==> src/ddt_params.svh <==
// Function
// - Loop off: strobe timing reference starts read_latency+additive_latency-1 after read.
// - Cycle counts are nanoseconds over clock period, rounded up.
// - Internal precharge after auto-close waits for row_active_min since activation.
// - Loop off: write_recovery_time at least max of 5 cycles and 15 ns.
// - Write recovery starts write_latency+4, or +2 for fixed chopped bursts.
// - Outputs stay high impedance while device_reset_n is low; drive_en_r drops only on the third edge after the pin falls.
`ifndef DDT_PARAMS_SVH
`define DDT_PARAMS_SVH

// ----------------------------------------------------------------
// Clock and conversion
// ----------------------------------------------------------------
`define CLK_PERIOD_PS     5000
`define NS2CK(ns)         ((((ns) * 1000) + `CLK_PERIOD_PS - 1) / `CLK_PERIOD_PS)

// ----------------------------------------------------------------
// Timing figures
// ----------------------------------------------------------------
`define ROW_ACTIVE_MIN_NS 35
`define ROW_ACTIVE_MIN_CK (`NS2CK(`ROW_ACTIVE_MIN_NS))
`define WR_DLLOFF_NS      15
`define WR_DLLOFF_MIN_CK  5
`define WR_DLLOFF_NS_CK   (`NS2CK(`WR_DLLOFF_NS))
`define WR_START_FULL     4
`define WR_START_CHOP     2
`define RD_TO_PRE_CK      4
`define RD_REF_OFFSET     1

// ----------------------------------------------------------------
// Sizes
// ----------------------------------------------------------------
`define BANKS             8
`define SCHED_W           64
`define HOLD_W            7
`define AGE_W             8

`endif

==> src/ddt_pkg.sv <==
`default_nettype none
package ddt_pkg;
	typedef enum logic [2:0] {
		DDT_CMD_NOP,
		DDT_CMD_ACT,
		DDT_CMD_RD,
		DDT_CMD_RDA,
		DDT_CMD_WR,
		DDT_CMD_WRA
	} ddt_cmd_t;

	typedef enum logic [1:0] {
		DDT_BM_FULL_EIGHT,
		DDT_BM_CHOP_FIXED,
		DDT_BM_ON_THE_FLY
	} ddt_burst_t;

	typedef enum {
		DDT_BANK_IDLE,
		DDT_BANK_OPEN,
		DDT_BANK_CLOSING
	} ddt_bank_st_t;
endpackage
`default_nettype wire

==> src/ddt_bank_if.sv <==
`timescale 1ns/1ps
`default_nettype none
`include "ddt_params.svh"
interface ddt_bank_if;
	logic                 act;
	logic                 ap_req;
	logic [`HOLD_W-1:0]   ap_hold;
	logic                 pre_fire;
	logic                 ack;
	modport ctrl (output act, output ap_req, output ap_hold,
		output ack, input pre_fire);
	modport bank (input act, input ap_req, input ap_hold,
		input ack, output pre_fire);
endinterface
`default_nettype wire

==> src/ddt_bank_timer.sv <==
`timescale 1ns/1ps
`default_nettype none
`include "ddt_params.svh"
module ddt_bank_timer (
	input  wire logic clk,
	input  wire logic rst,
	ddt_bank_if.bank  b
);
	ddt_pkg::ddt_bank_st_t state_r;
	logic [`AGE_W-1:0]  ras_cnt_r;
	logic [`HOLD_W-1:0] hold_cnt_r;
	logic [`AGE_W-1:0]  age_r;

	// ----------------------------------------------------------------
	// Bank state
	// ----------------------------------------------------------------
	always_ff @(posedge clk) begin
		if (rst) begin
			state_r <= ddt_pkg::DDT_BANK_IDLE;
		end else begin
			case (state_r)
				ddt_pkg::DDT_BANK_IDLE: begin
					if (b.act)
						state_r <= ddt_pkg::DDT_BANK_OPEN;
				end
				ddt_pkg::DDT_BANK_OPEN: begin
					if (b.ap_req)
						state_r <= ddt_pkg::DDT_BANK_CLOSING;
				end
				ddt_pkg::DDT_BANK_CLOSING: begin
					if (b.ack)
						state_r <= ddt_pkg::DDT_BANK_IDLE;
				end
				default: state_r <= ddt_pkg::DDT_BANK_IDLE;
			endcase
		end
	end

	// ----------------------------------------------------------------
	// Row-active and recovery hold-off
	// ----------------------------------------------------------------
	always_ff @(posedge clk) begin
		if (rst)
			ras_cnt_r <= '0;
		else if (b.act)
			ras_cnt_r <= `AGE_W'(`ROW_ACTIVE_MIN_CK);
		else if (ras_cnt_r != '0)
			ras_cnt_r <= ras_cnt_r - 1'b1;
	end

	always_ff @(posedge clk) begin
		if (rst)
			hold_cnt_r <= '0;
		else if (b.ap_req && state_r == ddt_pkg::DDT_BANK_OPEN)
			hold_cnt_r <= b.ap_hold;
		else if (hold_cnt_r != '0)
			hold_cnt_r <= hold_cnt_r - 1'b1;
	end

	// Precharge only once the row has been open long enough
	assign b.pre_fire = (state_r == ddt_pkg::DDT_BANK_CLOSING) &&
		(ras_cnt_r == '0) && (hold_cnt_r == '0);

	// ----------------------------------------------------------------
	// Checks
	// ----------------------------------------------------------------
	always_ff @(posedge clk) begin
		if (rst || b.act)
			age_r <= '0;
		else if (age_r != '1)
			age_r <= age_r + 1'b1;
	end

	property p_ras_hold;
		@(posedge clk) disable iff (rst)
		b.ack |-> (age_r >= `AGE_W'(`ROW_ACTIVE_MIN_CK));
	endproperty
	a_ras_hold: assert property (p_ras_hold)
		else $error("Internal precharge before row active minimum");
endmodule
`default_nettype wire

==> src/ddt_core.sv <==
`timescale 1ns/1ps
`default_nettype none
`include "ddt_params.svh"
module ddt_core (
	input  wire logic        clk,
	input  wire logic        rst,
	input  wire logic        device_reset_n,
	input  wire logic        cmd_valid,
	input  wire logic [2:0]  cmd_code,
	input  wire logic [2:0]  cmd_bank,
	input  wire logic        cmd_chop,
	input  wire logic [1:0]  burst_mode,
	input  wire logic        dll_enable,
	input  wire logic [3:0]  read_latency,
	input  wire logic [3:0]  additive_latency,
	input  wire logic [4:0]  write_latency,
	input  wire logic [4:0]  write_recovery,
	output logic             drive_en_r,
	output logic             strobe_ref_start_r,
	output logic             wr_recovery_start_r,
	output logic             precharge_r,
	output logic [2:0]       precharge_bank_r,
	output logic [5:0]       wr_eff_r
);
	logic                 rstn_s1_r;
	logic                 rstn_s2_r;
	logic                 core_rst_r;
	logic [`SCHED_W-1:0]  rd_sched_r;
	logic [`SCHED_W-1:0]  wr_sched_r;
	logic [`BANKS-1:0]    fire_vec;
	logic [`BANKS-1:0]    ack_vec;
	logic                 is_rd;
	logic                 is_wr;
	logic                 is_act;
	logic [5:0]           rd_dly;
	logic [5:0]           wr_dly;
	logic [5:0]           wr_floor;
	logic [`HOLD_W-1:0]   rd_hold;
	logic [`HOLD_W-1:0]   wr_hold;
	ddt_pkg::ddt_cmd_t    cmd;

	// Lowest-numbered bank wins when several are ready together
	function automatic logic [2:0] pick_bank(input logic [`BANKS-1:0] v);
		logic [2:0] r;
		r = '0;
		for (int i = `BANKS - 1; i >= 0; i--) begin
			if (v[i])
				r = 3'(i);
		end
		return r;
	endfunction

	// ----------------------------------------------------------------
	// Reset pin
	// ----------------------------------------------------------------
	always_ff @(posedge clk) begin
		if (rst) begin
			rstn_s1_r <= 1'b0;
			rstn_s2_r <= 1'b0;
		end else begin
			rstn_s1_r <= device_reset_n;
			rstn_s2_r <= rstn_s1_r;
		end
	end

	// Pin reset clears all internal timing state as well
	always_ff @(posedge clk) begin
		core_rst_r <= rst | ~rstn_s2_r;
	end

	// Output buffers go off three edges after the pin falls, back on three edges after it rises
	always_ff @(posedge clk) begin
		if (rst)
			drive_en_r <= 1'b0;
		else
			drive_en_r <= rstn_s2_r;
	end

	// ----------------------------------------------------------------
	// Command decode
	// ----------------------------------------------------------------
	assign cmd    = cmd_valid ? ddt_pkg::ddt_cmd_t'(cmd_code)
		: ddt_pkg::DDT_CMD_NOP;
	assign is_act = (cmd == ddt_pkg::DDT_CMD_ACT);
	assign is_rd  = (cmd == ddt_pkg::DDT_CMD_RD) ||
		(cmd == ddt_pkg::DDT_CMD_RDA);
	assign is_wr  = (cmd == ddt_pkg::DDT_CMD_WR) ||
		(cmd == ddt_pkg::DDT_CMD_WRA);

	// ----------------------------------------------------------------
	// Write recovery length
	// ----------------------------------------------------------------
	assign wr_floor = (`WR_DLLOFF_MIN_CK > `WR_DLLOFF_NS_CK)
		? 6'(`WR_DLLOFF_MIN_CK) : 6'(`WR_DLLOFF_NS_CK);

	always_ff @(posedge clk) begin
		if (core_rst_r)
			wr_eff_r <= 6'(`WR_DLLOFF_MIN_CK);
		else if (!dll_enable && {1'b0, write_recovery} < wr_floor)
			wr_eff_r <= wr_floor;
		else
			wr_eff_r <= {1'b0, write_recovery};
	end

	// ----------------------------------------------------------------
	// Strobe reference after read with loop off
	// ----------------------------------------------------------------
	assign rd_dly = 6'({2'b00, read_latency} + {2'b00, additive_latency}
		- 6'(`RD_REF_OFFSET));

	// Shift schedule keeps every read in flight, not just one
	always_ff @(posedge clk) begin
		if (core_rst_r)
			rd_sched_r <= '0;
		else if (is_rd && !dll_enable && rd_dly != '0)
			rd_sched_r <= (rd_sched_r >> 1) |
				(`SCHED_W'(1) << (rd_dly - 6'd1));
		else
			rd_sched_r <= rd_sched_r >> 1;
	end

	always_ff @(posedge clk) begin
		if (core_rst_r)
			strobe_ref_start_r <= 1'b0;
		else
			strobe_ref_start_r <= rd_sched_r[0];
	end

	// ----------------------------------------------------------------
	// Write recovery start point
	// ----------------------------------------------------------------
	always_comb begin
		if (burst_mode == 2'(ddt_pkg::DDT_BM_CHOP_FIXED))
			wr_dly = 6'({1'b0, write_latency} + 6'(`WR_START_CHOP));
		else
			wr_dly = 6'({1'b0, write_latency} + 6'(`WR_START_FULL));
	end

	always_ff @(posedge clk) begin
		if (core_rst_r)
			wr_sched_r <= '0;
		else if (is_wr)
			wr_sched_r <= (wr_sched_r >> 1) |
				(`SCHED_W'(1) << (wr_dly - 6'd1));
		else
			wr_sched_r <= wr_sched_r >> 1;
	end

	always_ff @(posedge clk) begin
		if (core_rst_r)
			wr_recovery_start_r <= 1'b0;
		else
			wr_recovery_start_r <= wr_sched_r[0];
	end

	// ----------------------------------------------------------------
	// Auto-close per bank
	// ----------------------------------------------------------------
	assign rd_hold = `HOLD_W'({3'b000, additive_latency} +
		7'(`RD_TO_PRE_CK));
	assign wr_hold = `HOLD_W'({2'b00, wr_dly} + {1'b0, wr_eff_r});

	for (genvar g = 0; g < `BANKS; g++) begin : g_bank
		ddt_bank_if bi ();
		assign bi.act     = is_act && (cmd_bank == 3'(g));
		assign bi.ap_req  = (cmd_bank == 3'(g)) &&
			((cmd == ddt_pkg::DDT_CMD_RDA) ||
			(cmd == ddt_pkg::DDT_CMD_WRA));
		assign bi.ap_hold = (cmd == ddt_pkg::DDT_CMD_WRA)
			? wr_hold : rd_hold;
		assign bi.ack     = ack_vec[g];
		assign fire_vec[g] = bi.pre_fire;
		ddt_bank_timer u_bank (
			.clk (clk),
			.rst (core_rst_r),
			.b   (bi.bank)
		);
	end

	always_comb begin
		ack_vec = '0;
		if (fire_vec != '0)
			ack_vec[pick_bank(fire_vec)] = 1'b1;
	end

	always_ff @(posedge clk) begin
		if (core_rst_r) begin
			precharge_r      <= 1'b0;
			precharge_bank_r <= '0;
		end else begin
			precharge_r      <= fire_vec != '0;
			precharge_bank_r <= pick_bank(fire_vec);
		end
	end

	// ----------------------------------------------------------------
	// Checks
	// ----------------------------------------------------------------
	logic [6:0] rd_trk_r;
	logic [6:0] wr_trk_r;

	always_ff @(posedge clk) begin
		if (core_rst_r)
			rd_trk_r <= '0;
		else if (rd_trk_r == '0 && is_rd && !dll_enable && rd_dly != '0)
			rd_trk_r <= {1'b0, rd_dly};
		else if (rd_trk_r != '0)
			rd_trk_r <= rd_trk_r - 7'd1;
	end

	always_ff @(posedge clk) begin
		if (core_rst_r)
			wr_trk_r <= '0;
		else if (wr_trk_r == '0 && is_wr)
			wr_trk_r <= {1'b0, wr_dly};
		else if (wr_trk_r != '0)
			wr_trk_r <= wr_trk_r - 7'd1;
	end

	property p_rd_ref;
		@(posedge clk) disable iff (core_rst_r)
		(rd_trk_r == 7'd1) |=> strobe_ref_start_r;
	endproperty
	a_rd_ref: assert property (p_rd_ref)
		else $error("Strobe reference not at read plus latency");

	property p_wr_start;
		@(posedge clk) disable iff (core_rst_r)
		(wr_trk_r == 7'd1) |=> wr_recovery_start_r;
	endproperty
	a_wr_start: assert property (p_wr_start)
		else $error("Write recovery start at wrong edge");

	property p_wr_dlloff;
		@(posedge clk) disable iff (core_rst_r)
		(!dll_enable && $stable(dll_enable) && $stable(write_recovery))
			|=> (wr_eff_r >= 6'(`WR_DLLOFF_MIN_CK)) &&
			(wr_eff_r >= {1'b0, $past(write_recovery)});
	endproperty
	a_wr_dlloff: assert property (p_wr_dlloff)
		else $error("Write recovery too short with loop off");

	property p_conv;
		@(posedge clk) disable iff (core_rst_r)
		!dll_enable |=> (32'(wr_eff_r) * `CLK_PERIOD_PS >=
			`WR_DLLOFF_NS * 1000);
	endproperty
	a_conv: assert property (p_conv)
		else $error("Write recovery below its nanosecond floor");

	property p_hiz;
		@(posedge clk) disable iff (rst)
		!rstn_s2_r |=> !drive_en_r ##1 !drive_en_r || rstn_s2_r;
	endproperty
	a_hiz: assert property (p_hiz)
		else $error("Outputs driven during device reset");

	property p_pre_ok;
		@(posedge clk) disable iff (core_rst_r)
		precharge_r |=> !(precharge_r &&
			precharge_bank_r == $past(precharge_bank_r));
	endproperty
	a_pre_ok: assert property (p_pre_ok)
		else $error("Precharge without ready bank");

	c_rd_off: cover property (@(posedge clk) disable iff (core_rst_r)
		is_rd && !dll_enable ##[1:40] strobe_ref_start_r);
	c_wr_chop: cover property (@(posedge clk) disable iff (core_rst_r)
		is_wr && burst_mode == 2'(ddt_pkg::DDT_BM_CHOP_FIXED)
		##[1:40] wr_recovery_start_r);
	c_pre: cover property (@(posedge clk) disable iff (core_rst_r)
		precharge_r);
endmodule
`default_nettype wire

==> config.mk <==
export PLATFORM = sky130hd
export DESIGN_NAME = ddt_core
export DESIGN_NICKNAME = d
export VERILOG_FILES = /design/src/ddt_pkg.sv /design/src/ddt_bank_if.sv /design/src/ddt_bank_timer.sv /design/src/ddt_core.sv
export VERILOG_INCLUDE_DIRS = /design/src
export SDC_FILE = /design/constraint.sdc
export NUM_CORES = 1
export LEC_CHECK = 0
export BUFFER_PORTS_ARGS = -buffer_cell sky130_fd_sc_hd__buf_2
export CORE_ASPECT_RATIO = 2
export CORE_MARGIN = 2
export CORE_UTILIZATION = 62
export DETAILED_ROUTE_END_ITERATION = 10
export GPL_TIMING_DRIVEN = 0
export PLACE_DENSITY = 0.81
export SLEW_MARGIN = 10
export SYNTH_ARGS = -nofsm -noshare
export SYNTH_HDL_FRONTEND = slang
export SYNTH_SLANG_ARGS = --single-unit
==> constraint.sdc <==
create_clock -name clk -period 3.1 [get_ports clk]
set_input_delay 0.62 -clock clk [delete_from_list [all_inputs] [get_ports clk]]
set_output_delay 0.62 -clock clk [all_outputs]
set_load 0.01 [all_outputs]
; ---- Word-level counts from Yosys, hierarchy flattened
; Index checks and enable logic that the tools add are counted.
; Widths: inputs -> output; s select.
[classes]
muxes = 81
n_eq_ne = 69
bitwise = 6
shifts = 2
n_addsub = 24
reduce_logical = 126
n_lt_le_gt_ge = 3
[op_table]
columns = operator, n
row1 = $mux 32, 24
row2 = $pmux 32 s3, 8
row3 = $eq 32x2->1 const B, 16
row4 = $eq 32x1->1 const B, 8
row5 = $eq 32x3->1 const B, 8
row6 = $logic_not 32->1, 8
row7 = $or 63x64->64, 2
row8 = $shl 1x6->64 const A, 2
row9 = $mux 63, 2
row10 = $mux 7, 17
row11 = $mux 3, 26
row12 = $reduce_bool 8->1, 9
row13 = $logic_not 8->1, 8
row14 = $sub 8x1->8 const B, 8
row15 = $logic_not 7->1, 8
row16 = $reduce_bool 7->1, 8
row17 = $sub 7x1->7 const B, 8
row18 = $logic_and 1x1->1, 44
row19 = $ne 2x2->1 const B, 16
row20 = $reduce_bool 2->1, 16
row21 = $reduce_and 3->1, 8
row22 = $reduce_or 2->1, 11
row23 = $eq 3x3->1 const B, 6
row24 = $ne 2x1->1 const B, 8
row25 = other kinds (23), 32
[word_totals]
out_inout_bits = 13
reg_bits = 520
wordCells = 357

; ---- Logic depth before layout (Yosys ltp)
; Gate-level depths: netlist (run 1).
[depth]
word_depth = 19
depth_mapped = 12

; ---- Hierarchy
; Synthesis (run 1) repeated with hierarchy kept, for this count alone.
[hier_totals]
cells_unflattened = 1459
area_unflattened_um2 = 12741.0
[by_module_without_submodules]
columns = mod, cells_each, n_inst, seq_area_each_um2, area_each_um2
row1 = ddt_bank_timer, 101, 8, 340.3, 870.8
row2 = ddt_core, 651, 1, 2862.7, 5774.3

; ---- Worst setup path before layout (run 1)
; No wires, ideal clock.
[synth_timing]
kind = in2reg
start = input additive_latency[1]
end = register rd_sched_r[10]
n_path_buf = 1
required_time_ns = 2.966
arrival_time_ns = 2.668
setup_slack_ns = 0.299
setup_time_ns = 0.134
path_stages = 11
cell_sequence = inv_1 -> ha_1 -> inv_1 -> ha_1 -> fa_1 -> nor2b_1 -> and3_1 -> nor2_1 -> nand3_1 -> clkbuf_1 -> o22ai_1
[synth_via]
elab_chain_len = 6
[synth_rtl]
columns = item, line_no
row1 = from (decl), ddt_core.sv:15  ; input wire logic [3:0] additive_latency,
row2 = $add 4x4->5 (*), ddt_core.sv:108  ; assign rd_dly = 6'({2'b00, read_latency} + {2'b00, additive_latency}
row3 = $sub 5x1->6 (*), ddt_core.sv:108
row4 = $sub 6x1->6, ddt_core.sv:117  ; (`SCHED_W'(1) << (rd_dly - 6'd1));
row5 = $shl 1x6->64 (no source line), -
row6 = $or 63x64->64, ddt_core.sv:116  ; rd_sched_r <= (rd_sched_r >> 1) |
row7 = $mux 63 (*), ddt_core.sv:115  ; else if (is_rd && !dll_enable && rd_dly != '0)
row8 = to (signal assigned), ddt_core.sv:116
row9 = to (signal assigned), ddt_core.sv:119  ; rd_sched_r <= rd_sched_r >> 1;
row10 = to (decl), ddt_core.sv:28  ; logic [`SCHED_W-1:0] rd_sched_r;
; Mark *: on every way between the ends. The rest lies on a longest branch, timed or not.
; A chain may end at the register's enable or synchronous reset.

; ---- Worst setup path in the final report (run 1)
[layout_timing]
start = register g_bank[0].u_bank.hold_cnt_r[0]
end = register g_bank[3].u_bank.state_r[1]
[layout_via]
elab_chain_len = 11
[layout_rtl]
columns = item, line_no
row1 = from (decl), ddt_bank_timer.sv:11  ; logic [`HOLD_W-1:0] hold_cnt_r;
row2 = from (signal assigned), ddt_bank_timer.sv:55  ; hold_cnt_r <= b.ap_hold;
row3 = from (signal assigned), ddt_bank_timer.sv:57  ; hold_cnt_r <= hold_cnt_r - 1'b1;
row4 = $logic_not 7->1 (*), ddt_bank_timer.sv:62  ; (ras_cnt_r == '0) && (hold_cnt_r == '0);
row5 = $logic_and 1x1->1 (*), ddt_bank_timer.sv:62
row6 = $mux 3, ddt_core.sv:47  ; if (v[i])
row7 = $mux 3, ddt_core.sv:182  ; if (fire_vec != '0)
row8 = $lt 3x4->1 (implied by the code) / $ge 3x1->1 (equally long branches), ddt_core.sv:183  ; ack_vec[pick_bank(fire_vec)] = 1'b1;
row9 = $logic_and 1x1->1 (implied by the code), ddt_core.sv:183
row10 = $mux 1 (implied by the code), ddt_core.sv:183
row11 = $demux 1 s3, ddt_core.sv:183
row12 = $mux 8 (*), ddt_core.sv:182
row13 = $ne 2x2->1 (no source line) (*), -
row14 = $reduce_and 3->1 (no source line) (*), -
row15 = to (signal assigned), ddt_bank_timer.sv:28  ; state_r <= ddt_pkg::DDT_BANK_CLOSING;
row16 = to (signal assigned), ddt_bank_timer.sv:32  ; state_r <= ddt_pkg::DDT_BANK_IDLE;
row17 = to (signal assigned), ddt_bank_timer.sv:34  ; default: state_r <= ddt_pkg::DDT_BANK_IDLE;
row18 = to (decl), ddt_bank_timer.sv:9  ; ddt_pkg::ddt_bank_st_t state_r;
; Mark *: on every way between the ends. The rest lies on a longest branch, timed or not. The select of a mux whose other input is x is not followed.

==> summary.json, run 1 <==
{
  "status": {"value": "finished, final reports clean"},
  "path_delay_family": {"value": "simple AND/OR/NAND/NOR gates"},
  "io_pins": {"value": 45},
  "worstPathCellList": {"value": "inv_1, ha_1, or3b_2, or4b_2, o22ai_1, nor3b_1, or3_1, a21oi_1"},
  "numPortBuffers": {"value": 42},
  "hold_path.class": {"value": "input port to flop"},
  "synth_warnings": {"value": 0},
  "setup_repair_after_global_routing_missed_its_margin": {"value": "no"},
  "final_core_utilization": {"value": 0.700},
  "async_flop_share": {"value": 0},
  "crit_buf_inv": {"value": 1},
  "cp_data_arrival_time": {"value": 3.33, "unit": "ns"},
  "first_pass_iters": {"value": 5},
  "die_height": {"value": 204, "unit": "um"},
  "route.detailed.drc": {"value": 0},
  "crit_path_start_kind": {"value": "flop"},
  "tritoncts": {"value": "yes"},
  "number_of_synthesized_flops_with_an_enable_pin": {"value": 0},
  "timing.final.crit_share": {"value": 0.925},
  "die_width": {"value": 104, "unit": "um"},
  "root_buffer": {"value": "clkbuf_16"},
  "antenna_violating_nets_post_route": {"value": 0},
  "power.leakage": {"value": 5.25, "unit": "nW"},
  "grt_antenna_before_repair": {"value": 0},
  "drt_iter0_markers": {"value": 544},
  "layout_min_cycle_time": {"value": 2.87, "unit": "ns"},
  "die-area": {"value": 0.0212, "unit": "mm2"},
  "vias": {"value": 10600},
  "yosys.cell_types.count": {"value": 70},
  "timing_worst_slew_pin_value": {"value": 1.21, "unit": "ns"},
  "globalRouteTotalUtil": {"value": 0.294},
  "cp_slowest_stage_delay": {"value": 0.66, "unit": "ns"},
  "n_antenna_cell": {"value": 0},
  "area_growth_syn_to_layout": {"value": 11.3, "unit": "%"},
  "routed.top_layer": {"value": "met4"},
  "synth-seq-cells": {"value": 279},
  "post-cts-setup-buffers": {"value": 0},
  "holdWs": {"value": 0.274, "unit": "ns"},
  "timing_max_transition_violations_final": {"value": 0},
  "gpl.final_weighted_congestion": {"value": 0.924},
  "cap_violations": {"value": 0},
  "setup_violations": {"value": 0},
  "syn_avg_cell_area": {"value": 8.56, "unit": "um2"},
  "postSynthCellCount": {"value": 1450},
  "grt_pass1_vias": {"value": 10800},
  "initial_utilization": {"value": 0.629},
  "hold_viol": {"value": 0},
  "vdd_drop_max": {"value": 0.554, "unit": "mV"},
  "multi_input_gate_area_in_the_final_layout": {"value": 0.00618, "unit": "mm2"},
  "floorplan.rows": {"value": 73},
  "worst_path_setup_slack_after_routing": {"value": 0.233, "unit": "ns"},
  "critical_path.slowest_cell": {"value": "or4b_2"},
  "dpl.hpwl": {"value": 22900, "unit": "um"},
  "netlist_area": {"value": 0.0124, "unit": "mm2"},
  "post_drt_via_cell_ratio": {"value": 5.89},
  "register_area": {"value": 0.00559, "unit": "mm2"},
  "met1Wirelength": {"value": 11300, "unit": "um"},
  "overflow": {"value": 0},
  "final_nets": {"value": 1595},
  "most_frequently_used_flop_master_after_synthesis": {"value": "dfxtp_1"},
  "relSlewSlack": {"value": 0.189},
  "power_density": {"value": 521, "unit": "mW/mm2"},
  "routed-wl-met2": {"value": 16200, "unit": "um"},
  "cts.clk_slew.worst_paths": {"value": 0.07, "unit": "ns"},
  "filler_cell_count": {"value": 1619},
  "share_of_final_layout_standard_cells_stronger_than_drive_strength_1": {"value": 0.0801},
  "post_synthesis_sequential_area_ratio": {"value": 0.450},
  "type_of_the_worst_setup_path": {"value": "flop to flop"},
  "cp_max_fo": {"value": 5},
  "cts_inserted_buffers": {"value": 24},
  "grt_pass1_wl": {"value": 50800, "unit": "um"},
  "placedInstanceArea": {"value": 0.0130, "unit": "mm2"},
  "core-area": {"value": 0.0197, "unit": "mm2"},
  "crit_required": {"value": 3.56, "unit": "ns"},
  "clk_path_buf_depth": {"value": 3},
  "clock_insertion_delay_worst_skew": {"value": 0.54, "unit": "ns"},
  "clock_skew": {"value": 0.0138, "unit": "ns"},
  "detailroute.wirelength.met3": {"value": 1330, "unit": "um"},
  "final_design_area_no_fill": {"value": 0.0138, "unit": "mm2"},
  "fin_total_pwr": {"value": 7.19, "unit": "mW"},
  "htree_levels": {"value": 1},
  "post-place-ws": {"value": -0.658, "unit": "ns"},
  "fmax": {"value": 349, "unit": "MHz"},
  "largest_net_degree_at_the_start_of_global_routing": {"value": 18},
  "cts_num_sinks": {"value": 279},
  "wire_per_inst": {"value": 17.4, "unit": "um"},
  "worstSetupEndpointType": {"value": "flop"},
  "finalWirelength": {"value": 31200, "unit": "um"}
}
flip-flops by register name, summed over array words and instances (netlist names):
register and flops:
g_bank.u_bank.hold_cnt_r 56, rstn_s2_r 1, g_bank.u_bank.state_r 16, strobe_ref_start_r 1, rd_sched_r 64, g_bank.u_bank.ras_cnt_r 64
wr_eff_r 5, wr_recovery_start_r 1, precharge_r 1, wr_sched_r 64, precharge_bank_r 3, core_rst_r 1
drive_en_r 1, rstn_s1_r 1
cell usage after synthesis, drive strengths merged, types with 15 or more instances:
cell,count,area (um2)
dfxtp,279,5590
nor2,193,727
inv,128,480
nand2,122,458
a21oi,83,415
o22ai,66,413
xnor2,48,420
clkbuf,47,176
xor2,47,412
nor3,43,215
ha,42,526
nor2b,37,231
o21ai,30,150
nand3,29,145
a211oi,23,178
nor4,23,144
nand2b,16,100
nand3b,16,124
mux2i,15,150
cell families (layout without fill, tap and decap cells):
| family | after synthesis | after routing | synth area share |
|---|---|---|---|
| xor+xnor | 95 | 95 | 0.0671 |
| other cells | 1 | 2 | 0.000302 |
| compound gates | 262 | 262 | 0.133 |
| buf+inv | 179 | 263 | 0.0549 |
| flops | 279 | 279 | 0.450 |
| fa+ha+maj | 44 | 44 | 0.0456 |
| mux | 22 | 22 | 0.0185 |
| simple gates | 568 | 568 | 0.230 |
layer usage:
layer / GRT usage / vias to the layer above
met3: 0.0335 / 144
met5: 0 / -
met2: 0.546 / 369
li1: - / 5111
met4: 0.231 / 0
met1: 0.294 / 4969
cell type report:
type,count,area share
Timing Repair Buffer,42,0.0152
Sequential cell,279,0.404
Multi-Input combinational cell,993,0.448
Tap cell,262,0.0237
Inverter,128,0.0348
Clock inverter,17,0.0145
Clock buffer,25,0.0453
Buffer,51,0.0145
through the flow:
| stage | TNS, ns | instances |
|---|---|---|
| 2_1_floorplan | 0 | 1451 |
| 3_3_place_gp | -13.10 | 1755 |
| 3_5_place_dp | -15.64 | 1755 |
| 4_1_cts | 0 | 1797 |
| 5_1_grt | 0 | 1797 |
| 6_report | 0 | 1797 |
report_power, final:
part	internal, mW	switching, mW	leakage (nW)
Clock	1.81	1.38	0.405
Sequential	3.59	0.00217	2.25
Combinational	0.121	0.292	2.59
Total	5.52	1.68	5.25
path summary, 6_finish.rpt:
| check | to | depth (start not counted) | from | slack [ns] |
|---|---|---|---|---|
| setup reg to reg | g_bank[3].u_bank.state_r[1]$_SDFFE_PP0P_ | 8 | g_bank[0].u_bank.hold_cnt_r[0]$_SDFFE_PP0P_ | 0.23 |
| hold reg to reg | wr_sched_r[23]$_SDFF_PP0_ | 2 | wr_sched_r[24]$_SDFF_PP0_ | 0.44 |
| setup / recovery | g_bank[3].u_bank.state_r[1]$_SDFFE_PP0P_ | 8 | g_bank[0].u_bank.hold_cnt_r[0]$_SDFFE_PP0P_ | 0.23 |
| hold / removal | wr_eff_r[2]$_SDFF_PP1_ | 2 | write_recovery[2] | 0.27 |
what timing repair did:
item                                    4_1_cts  5_1_grt
hold buffers                                  0        0
hold endpoints to repair                      0        0
pin swaps                                     0        0
gates resized for setup                       2        4
endpoints found under the setup margin        8       16
layout by cell type (no fill, tap or decap), drive strengths merged, types with 5 or more instances in the layout:
| cell type | netlist | routed |
|---|---|---|
| dfxtp | 279 | 279 |
| nor2 | 193 | 193 |
| inv | 128 | 129 |
| nand2 | 122 | 122 |
| a21oi | 83 | 83 |
| clkbuf | 47 | 72 |
| o22ai | 66 | 66 |
| xnor2 | 48 | 48 |
| xor2 | 47 | 47 |
| buf | 4 | 46 |
| nor3 | 43 | 43 |
| ha | 42 | 42 |
| nor2b | 37 | 37 |
| o21ai | 30 | 30 |
| nand3 | 29 | 29 |
| a211oi | 23 | 23 |
| nor4 | 23 | 23 |
| nand2b | 16 | 16 |
| nand3b | 16 | 16 |
| mux2i | 15 | 15 |
| a31oi | 13 | 13 |
| nor4b | 13 | 13 |
| or3 | 12 | 12 |
| or4 | 10 | 10 |
| nor3b | 9 | 9 |
| clkinv | 0 | 9 |
| nand4 | 8 | 8 |
| o21ba | 8 | 8 |
| o31ai | 8 | 8 |
| mux2 | 7 | 7 |
| nand4b | 7 | 7 |
| and2 | 7 | 7 |
| a21o | 6 | 6 |
| and3 | 5 | 5 |
No activity file was read; power rests on OpenSTA's default activity.
==> run 2, diff against run 1 <==
--- a/config.mk
+++ b/config.mk
@@ -9,10 +9,10 @@
 export BUFFER_PORTS_ARGS = -buffer_cell sky130_fd_sc_hd__buf_2
 export CORE_ASPECT_RATIO = 2
 export CORE_MARGIN = 2
-export CORE_UTILIZATION = 62
+export CORE_UTILIZATION = 28
 export DETAILED_ROUTE_END_ITERATION = 10
 export GPL_TIMING_DRIVEN = 0
-export PLACE_DENSITY = 0.81
+export PLACE_DENSITY = 0.43
 export SLEW_MARGIN = 10
 export SYNTH_ARGS = -nofsm -noshare
 export SYNTH_HDL_FRONTEND = slang
==> run 2 against run 1 <==
  * Sequential power is essentially flat
  * Clock skew grew 0.0088 ns
  * Fmax shrank 2.6%
  * Final cell count grew 17%
  * Die area grew 120%
  * Core utilization shrank 37 points
  * Global-route usage shrank 14 points
  * Largest power group is now clock
==> summary.json, run 2 (same netlist as run 1, synthesis figures left out) <==
{
  "ctsHoldBuffers": {"value": 0, "change": "unchanged"},
  "floorplan.rows": {"value": 109, "change": "+49%"},
  "die_height": {"value": 302, "unit": "um", "change": "+48%"},
  "worstSetupEndpointType": {"value": "flop"},
  "hold_path.class": {"value": "input port to flop"},
  "status": {"value": "finished, final reports clean"},
  "power.leakage": {"value": 5.35, "unit": "nW", "change": "+2.0%"},
  "root_buffer": {"value": "clkbuf_16"},
  "fin_total_pwr": {"value": 7.85, "unit": "mW", "change": "+9.1%"},
  "grt_pass1_vias": {"value": 9786, "change": "-9.1%"},
  "cts_resized": {"value": 1, "change": "-1"},
  "finalNonFillerCells": {"value": 2098, "change": "+17%"},
  "tritoncts": {"value": "yes"},
  "clk_path_buf_depth": {"value": 3, "change": "unchanged"},
  "final_design_area_no_fill": {"value": 0.0144, "unit": "mm2", "change": "+4.1%"},
  "clock_insertion_delay_worst_skew": {"value": 0.59, "unit": "ns", "change": "+0.05 ns"},
  "setup_repair_after_global_routing_missed_its_margin": {"value": "no"},
  "layout_common_cells": {"value": "dfxtp_1 (279), nor2_1 (192), inv_1 (128), nand2_1 (122), a21oi_1 (82)"},
  "power_density": {"value": 546, "unit": "mW/mm2", "change": "+4.8%"},
  "timing_max_transition_violations_final": {"value": 0, "change": "unchanged"},
  "top_usage_layer": {"value": "met2"},
  "share_of_final_layout_standard_cells_stronger_than_drive_strength_1": {"value": 0.0850, "change": "+0.00482"},
  "clock_skew": {"value": 0.0226, "unit": "ns", "change": "+0.00883 ns"},
  "type_of_the_worst_setup_path": {"value": "flop to flop"},
  "cp_max_fo": {"value": 10, "change": "+5"},
  "crit_path_start_kind": {"value": "flop"},
  "post_drt_via_cell_ratio": {"value": 4.81, "change": "-18%"},
  "layout.cells.most_common": {"value": "dfxtp_1"},
  "timing.final.crit_share": {"value": 0.950, "change": "+0.0249"},
  "relSlewSlack": {"value": 0.316, "change": "+0.127"},
  "largest_net_degree_at_the_start_of_global_routing": {"value": 16, "change": "-2"},
  "final_nets": {"value": 1600, "change": "+0.31%"},
  "setup_violations": {"value": 0, "change": "unchanged"},
  "globalRouteTotalUtil": {"value": 0.149, "change": "-0.145"},
  "finalWirelength": {"value": 34800, "unit": "um", "change": "+12%"},
  "area_growth_syn_to_layout": {"value": 15.9, "unit": "%"},
  "io_pins": {"value": 45, "change": "unchanged"},
  "die-area": {"value": 0.0461, "unit": "mm2", "change": "+120%"},
  "grt_antenna_before_repair": {"value": 2, "change": "+2"},
  "met3_usage": {"value": 0.0185, "change": "-0.0149"},
  "cp_data_arrival_time": {"value": 3.36, "unit": "ns", "change": "+0.03 ns"},
  "cap_violations": {"value": 0, "change": "unchanged"},
  "cts.clk_slew.worst_paths": {"value": 0.07, "unit": "ns", "change": "about the same"},
  "first_pass_iters": {"value": 5, "change": "unchanged"},
  "vias": {"value": 10100, "change": "-4.8%"},
  "gpl.final_weighted_congestion": {"value": 0.759, "change": "-18%"},
  "grt_pass1_wl": {"value": 55000, "unit": "um", "change": "+8.4%"},
  "grt_use_met2": {"value": 0.250, "change": "-0.296"},
  "wire_per_inst": {"value": 16.6, "unit": "um", "change": "-4.3%"},
  "post-cts-setup-buffers": {"value": 0, "change": "unchanged"},
  "vdd_drop_max": {"value": 0.377, "unit": "mV", "change": "-32%"},
  "die_width": {"value": 153, "unit": "um", "change": "+47%"},
  "route.detailed.drc": {"value": 0, "change": "unchanged"},
  "grt_util_met1": {"value": 0.202, "change": "-0.0922"},
  "largest_registers": {"value": "g_bank.u_bank.ras_cnt_r: 64 flops, rd_sched_r: 64 flops, wr_sched_r: 64 flops"},
  "overflow": {"value": 0, "change": "unchanged"},
  "dpl.cell_count": {"value": 2048, "change": "+17%"},
  "initial_utilization": {"value": 0.282, "change": "-0.346"},
  "cts_inserted_buffers": {"value": 29, "change": "+21%"},
  "antenna_violating_nets_post_route": {"value": 0, "change": "unchanged"},
  "crit_required": {"value": 3.51, "unit": "ns", "change": "-0.05 ns"},
  "htree_levels": {"value": 1, "change": "unchanged"},
  "placedInstanceArea": {"value": 0.0133, "unit": "mm2", "change": "+2.9%"},
  "timing_worst_slew_pin_value": {"value": 1.02, "unit": "ns", "change": "-0.192 ns"},
  "numPortBuffers": {"value": 42, "change": "unchanged"},
  "core-area": {"value": 0.0439, "unit": "mm2", "change": "+120%"},
  "fmax": {"value": 340, "unit": "MHz", "change": "-2.6%"},
  "layout_min_cycle_time": {"value": 2.94, "unit": "ns", "change": "+0.0771 ns"},
  "hold_viol": {"value": 0, "change": "unchanged"},
  "filler_cell_count": {"value": 4719, "change": "+190%"},
  "drt_iter0_markers": {"value": 449, "change": "-17%"},
  "dpl.hpwl": {"value": 24700, "unit": "um", "change": "+8.1%"},
  "cts_num_sinks": {"value": 279, "change": "unchanged"}
}
run 2: layout make-up:
cell class / instances / area, um2 / share of cell area
clock buffer: 34 / 785 / 0.0545
timing repair buffer: 42 / 210 / 0.0146
antenna: 1 / 2.50 / 0.000174
clock inverter: 15 / 243 / 0.0169
multi-input combinational: 993 / 6180 / 0.430
tap: 555 / 694 / 0.0483
inverter: 128 / 480 / 0.0334
sequential: 279 / 5590 / 0.388
buffer: 51 / 200 / 0.0139
run 2: routing by layer:
| layer | part of all wire | routed length [um] |
|---|---|---|
| met5 | 0.00037 | 13 |
| met4 | 0.020 | 705 |
| met3 | 0.031 | 1090 |
| met2 | 0.46 | 16100 |
| met1 | 0.48 | 16900 |
run 2: stage by stage:
stage | hold WS, ns | setup TNS (ns) | util | setup WS (ns)
detailed placement | 0.424 | -24.24 | 0.304 | -0.814
global placement | 0.415 | -30.50 | 0.303 | -0.815
finish | 0.228 | 0 | 0.328 | 0.156
global route | 0.221 | 0 | 0.328 | 0.00651
CTS | 0.205 | 0 | 0.327 | 0.00972
floorplan | 0.405 | 0 | - | 0.299
run 2: report_power, final:
group          internal [mW]  switching (mW)
registers               3.59         0.00284
clock network           2.30            1.54
logic                  0.121           0.302
run 2: final timing paths:
kind	start	endpoint	slack [ns]	cells past startpoint
setup reg to reg	core_rst_r$_DFF_P_	precharge_r$_SDFF_PP0_	0.16	5
hold / removal	rst	rstn_s2_r$_SDFF_PP0_	0.23	2
hold reg to reg	wr_sched_r[27]$_SDFF_PP0_	wr_sched_r[26]$_SDFF_PP0_	0.43	2
setup / recovery	core_rst_r$_DFF_P_	precharge_r$_SDFF_PP0_	0.16	5
run 2: critical path, stage by stage (launching register included):
cell and delay [ns]:
dfxtp_1 0.30, clkbuf_1 0.47, clkbuf_1 0.57, clkbuf_1 0.53
clkbuf_1 0.71, nor2_1 0.17
==> run 3, diff against run 2 <==
--- a/config.mk
+++ b/config.mk
@@ -10,6 +10,7 @@
 export CORE_ASPECT_RATIO = 2
 export CORE_MARGIN = 2
 export CORE_UTILIZATION = 28
+export CTS_BUF_LIST = sky130_fd_sc_hd__clkbuf_16
 export DETAILED_ROUTE_END_ITERATION = 10
 export GPL_TIMING_DRIVEN = 0
 export PLACE_DENSITY = 0.43
==> run 3 against run 2 <==
  * Core utilization down 0.091 points
  * Count of clock-buffer cells in the layout is 5 lower
  * Combinational power about the same
  * First-iteration DRC count shrank 6.0%
  * Highest routed layer unchanged
  * Worst hold slack worse by 0.00086 ns
  * Sequential share of layout area increased by 0.11 points
==> summary.json, run 3 (same netlist as run 1, synthesis figures left out) <==
{
  "timing.reg2reg.setup_slack": {"value": 0.18, "unit": "ns", "change": "+0.02 ns"},
  "cp_data_arrival_time": {"value": 3.33, "unit": "ns", "change": "-0.03 ns"},
  "final_nets": {"value": 1600, "change": "unchanged"},
  "setup_violations": {"value": 0, "change": "unchanged"},
  "grt_pass1_vias": {"value": 9790, "change": "+0.041%"},
  "final_core_utilization": {"value": 0.327, "change": "-0.000912"},
  "clock_skew": {"value": 0.0219, "unit": "ns", "change": "-0.000736 ns"},
  "cts_resized": {"value": 1, "change": "unchanged"},
  "multi_input_gate_area_in_the_final_layout": {"value": 0.00618, "unit": "mm2", "change": "unchanged"},
  "timing_max_transition_violations_final": {"value": 0, "change": "unchanged"},
  "tritoncts": {"value": "yes"},
  "share_of_final_layout_standard_cells_stronger_than_drive_strength_1": {"value": 0.0824, "change": "-0.00259"},
  "hold_viol": {"value": 0, "change": "unchanged"},
  "wire_per_inst": {"value": 16.6, "unit": "um", "change": "about the same"},
  "numPortBuffers": {"value": 42, "change": "unchanged"},
  "hold_path.class": {"value": "input port to flop"},
  "crit-reg2reg-launch": {"value": "core_rst_r$_DFF_P_"},
  "initial_utilization": {"value": 0.282, "change": "unchanged"},
  "post-cts-setup-buffers": {"value": 0, "change": "unchanged"},
  "layout_common_cells": {"value": "dfxtp_1 (279), nor2_1 (192), inv_1 (129), nand2_1 (122), a21oi_1 (82)"},
  "cp_max_fo": {"value": 10, "change": "unchanged"},
  "worstPathCellList": {"value": "clkbuf_1, clkbuf_1, clkbuf_1, clkbuf_1, nor2_1"},
  "crit_required": {"value": 3.51, "unit": "ns", "change": "about the same"},
  "largest_registers": {"value": "g_bank.u_bank.ras_cnt_r: 64 flops, rd_sched_r: 64 flops, wr_sched_r: 64 flops"},
  "die_height": {"value": 302, "unit": "um", "change": "unchanged"},
  "fmax": {"value": 342, "unit": "MHz", "change": "+0.81%"},
  "ctsHoldBuffers": {"value": 0, "change": "unchanged"},
  "cts.clk_slew.worst_paths": {"value": 0.06, "unit": "ns", "change": "about the same"},
  "die-area": {"value": 0.0461, "unit": "mm2", "change": "unchanged"},
  "power.leakage": {"value": 5.33, "unit": "nW", "change": "-0.34%"},
  "globalRouteTotalUtil": {"value": 0.150, "change": "+0.000182"},
  "filler_cell_count": {"value": 4723, "change": "+0.085%"},
  "type_of_the_worst_setup_path": {"value": "flop to flop"},
  "worst_hold_startpoint": {"value": "rst"},
  "clock_insertion_delay_worst_skew": {"value": 0.59, "unit": "ns", "change": "about the same"},
  "timing.hold.worst_endpoint": {"value": "rstn_s2_r$_SDFF_PP0_"},
  "root_buffer": {"value": "clkbuf_16"},
  "crit_buf_inv": {"value": 4, "change": "unchanged"},
  "cpMostUsedCell": {"value": "clkbuf_1"},
  "setup_total_negative_slack": {"value": 0, "unit": "ns", "change": "unchanged"},
  "worst_r2r_endpoint": {"value": "precharge_r$_SDFF_PP0_"},
  "die_width": {"value": 153, "unit": "um", "change": "unchanged"},
  "route.detailed.drc": {"value": 0, "change": "unchanged"},
  "finalWirelength": {"value": 34800, "unit": "um", "change": "about the same"},
  "first_pass_iters": {"value": 5, "change": "unchanged"},
  "setup_repair_after_global_routing_missed_its_margin": {"value": "no"},
  "register_area": {"value": 0.00559, "unit": "mm2", "change": "unchanged"},
  "cp_slowest_stage_delay": {"value": 0.69, "unit": "ns", "change": "-0.02 ns"},
  "timing_worst_slew_pin_value": {"value": 0.972, "unit": "ns", "change": "-0.0445 ns"},
  "io_pins": {"value": 45, "change": "unchanged"},
  "power_density": {"value": 540, "unit": "mW/mm2", "change": "-1.1%"},
  "core-area": {"value": 0.0439, "unit": "mm2", "change": "unchanged"},
  "path_delay_family": {"value": "buffers and inverters"},
  "drt_iter0_markers": {"value": 422, "change": "-6.0%"},
  "layout.cells.most_common": {"value": "dfxtp_1"},
  "grt_pass1_wl": {"value": 55100, "unit": "um", "change": "+0.13%"},
  "largest_net_degree_at_the_start_of_global_routing": {"value": 16, "change": "unchanged"},
  "timing.final.crit_share": {"value": 0.942, "change": "-0.00763"},
  "gpl.final_weighted_congestion": {"value": 0.759, "change": "unchanged"},
  "clk_path_buf_depth": {"value": 3, "change": "unchanged"},
  "grt_antenna_before_repair": {"value": 2, "change": "unchanged"},
  "vdd_drop_max": {"value": 0.376, "unit": "mV", "change": "-0.19%"},
  "floorplan.rows": {"value": 109, "change": "unchanged"},
  "holdPathStages": {"value": 2, "change": "unchanged"},
  "r2r_cells": {"value": 5, "change": "unchanged"},
  "worstSetupEndpointType": {"value": "flop"},
  "relSlewSlack": {"value": 0.346, "change": "+0.0300"},
  "status": {"value": "finished, final reports clean"},
  "area_growth_syn_to_layout": {"value": 15.6, "unit": "%"},
  "layout_min_cycle_time": {"value": 2.92, "unit": "ns", "change": "-0.0236 ns"},
  "critical_path.slowest_cell": {"value": "clkbuf_1"},
  "cts_inserted_buffers": {"value": 29, "change": "unchanged"},
  "overflow": {"value": 0, "change": "unchanged"},
  "antenna_violating_nets_post_route": {"value": 0, "change": "unchanged"},
  "post_drt_via_cell_ratio": {"value": 4.80, "change": "-0.12%"},
  "cts_num_sinks": {"value": 279, "change": "unchanged"},
  "dpl.hpwl": {"value": 24700, "unit": "um", "change": "unchanged"},
  "holdWs": {"value": 0.227, "unit": "ns", "change": "-0.000860 ns"},
  "crit_path_start_kind": {"value": "flop"},
  "vias": {"value": 10100, "change": "-0.12%"},
  "htree_levels": {"value": 1, "change": "unchanged"},
  "cap_violations": {"value": 0, "change": "unchanged"}
}
==> run 3: cell count changes in the layout (fill, tap and decap cells not counted), sizes merged <==
cell    change
clkbuf      -5
clkinv      +4
inv         +1
==> run 3: final cells by class <==
cell class / count / area share
Antenna cell: 1 / 0.000174
Buffer: 51 / 0.0140
Clock buffer: 29 / 0.0506
Clock inverter: 20 / 0.0182
Inverter: 128 / 0.0335
Multi-Input combinational cell: 993 / 0.431
Sequential cell: 279 / 0.389
Tap cell: 555 / 0.0484
Timing Repair Buffer: 42 / 0.0147
==> run 3: stage by stage <==
stage	area (um2)	power (mW)	setup slack, ns	instances
finish	14300	7.74	0.179	2098
detailed placement	13300	4.09	-0.814	2048
CTS	14300	7.87	0.00887	2097
global route	14300	8.03	0.00577	2098
floorplan	12400	3.92	0.299	1451
global placement	13300	4.09	-0.815	2048
==> run 3: worst max path at each step <==
stage,from,endpoint,cells after the start
floorplan,additive_latency[1],rd_sched_r[10]$_SDFF_PP0_,11
global placement,burst_mode[0],g_bank[4].u_bank.hold_cnt_r[4]$_SDFFE_PP0P_,11
detailed placement,burst_mode[0],g_bank[5].u_bank.hold_cnt_r[4]$_SDFFE_PP0P_,11
CTS,g_bank[2].u_bank.hold_cnt_r[1]$_SDFFE_PP0P_,precharge_bank_r[1]$_SDFF_PP0_,7
global route,core_rst_r$_DFF_P_,precharge_r$_SDFF_PP0_,5
finish,core_rst_r$_DFF_P_,precharge_r$_SDFF_PP0_,5
==> run 3: worst register-to-register path, cell delays in order, from the launching register on <==
cell and delay, ns:
dfxtp_1 0.30, clkbuf_1 0.47, clkbuf_1 0.58, clkbuf_1 0.54, clkbuf_1 0.69, nor2_1 0.18
==> run 3: routing by layer <==
metal  wire length, um  up-vias  part of all wire  global-route usage
met2             16100      160              0.46               0.251
met4               729        2             0.021              0.0428
met1             16900     4736              0.49               0.202
met3              1110       46             0.032              0.0185
met5                13        -           0.00037                   0
li1                  -     5125                 -                   -
==> run 3: power by group <==
part	switching (mW)	internal (mW)	leakage (nW)	total, mW
registers	0.00283	3.59	2.25	3.59
logic	0.302	0.121	2.59	0.423
clock network	1.53	2.20	0.491	3.73
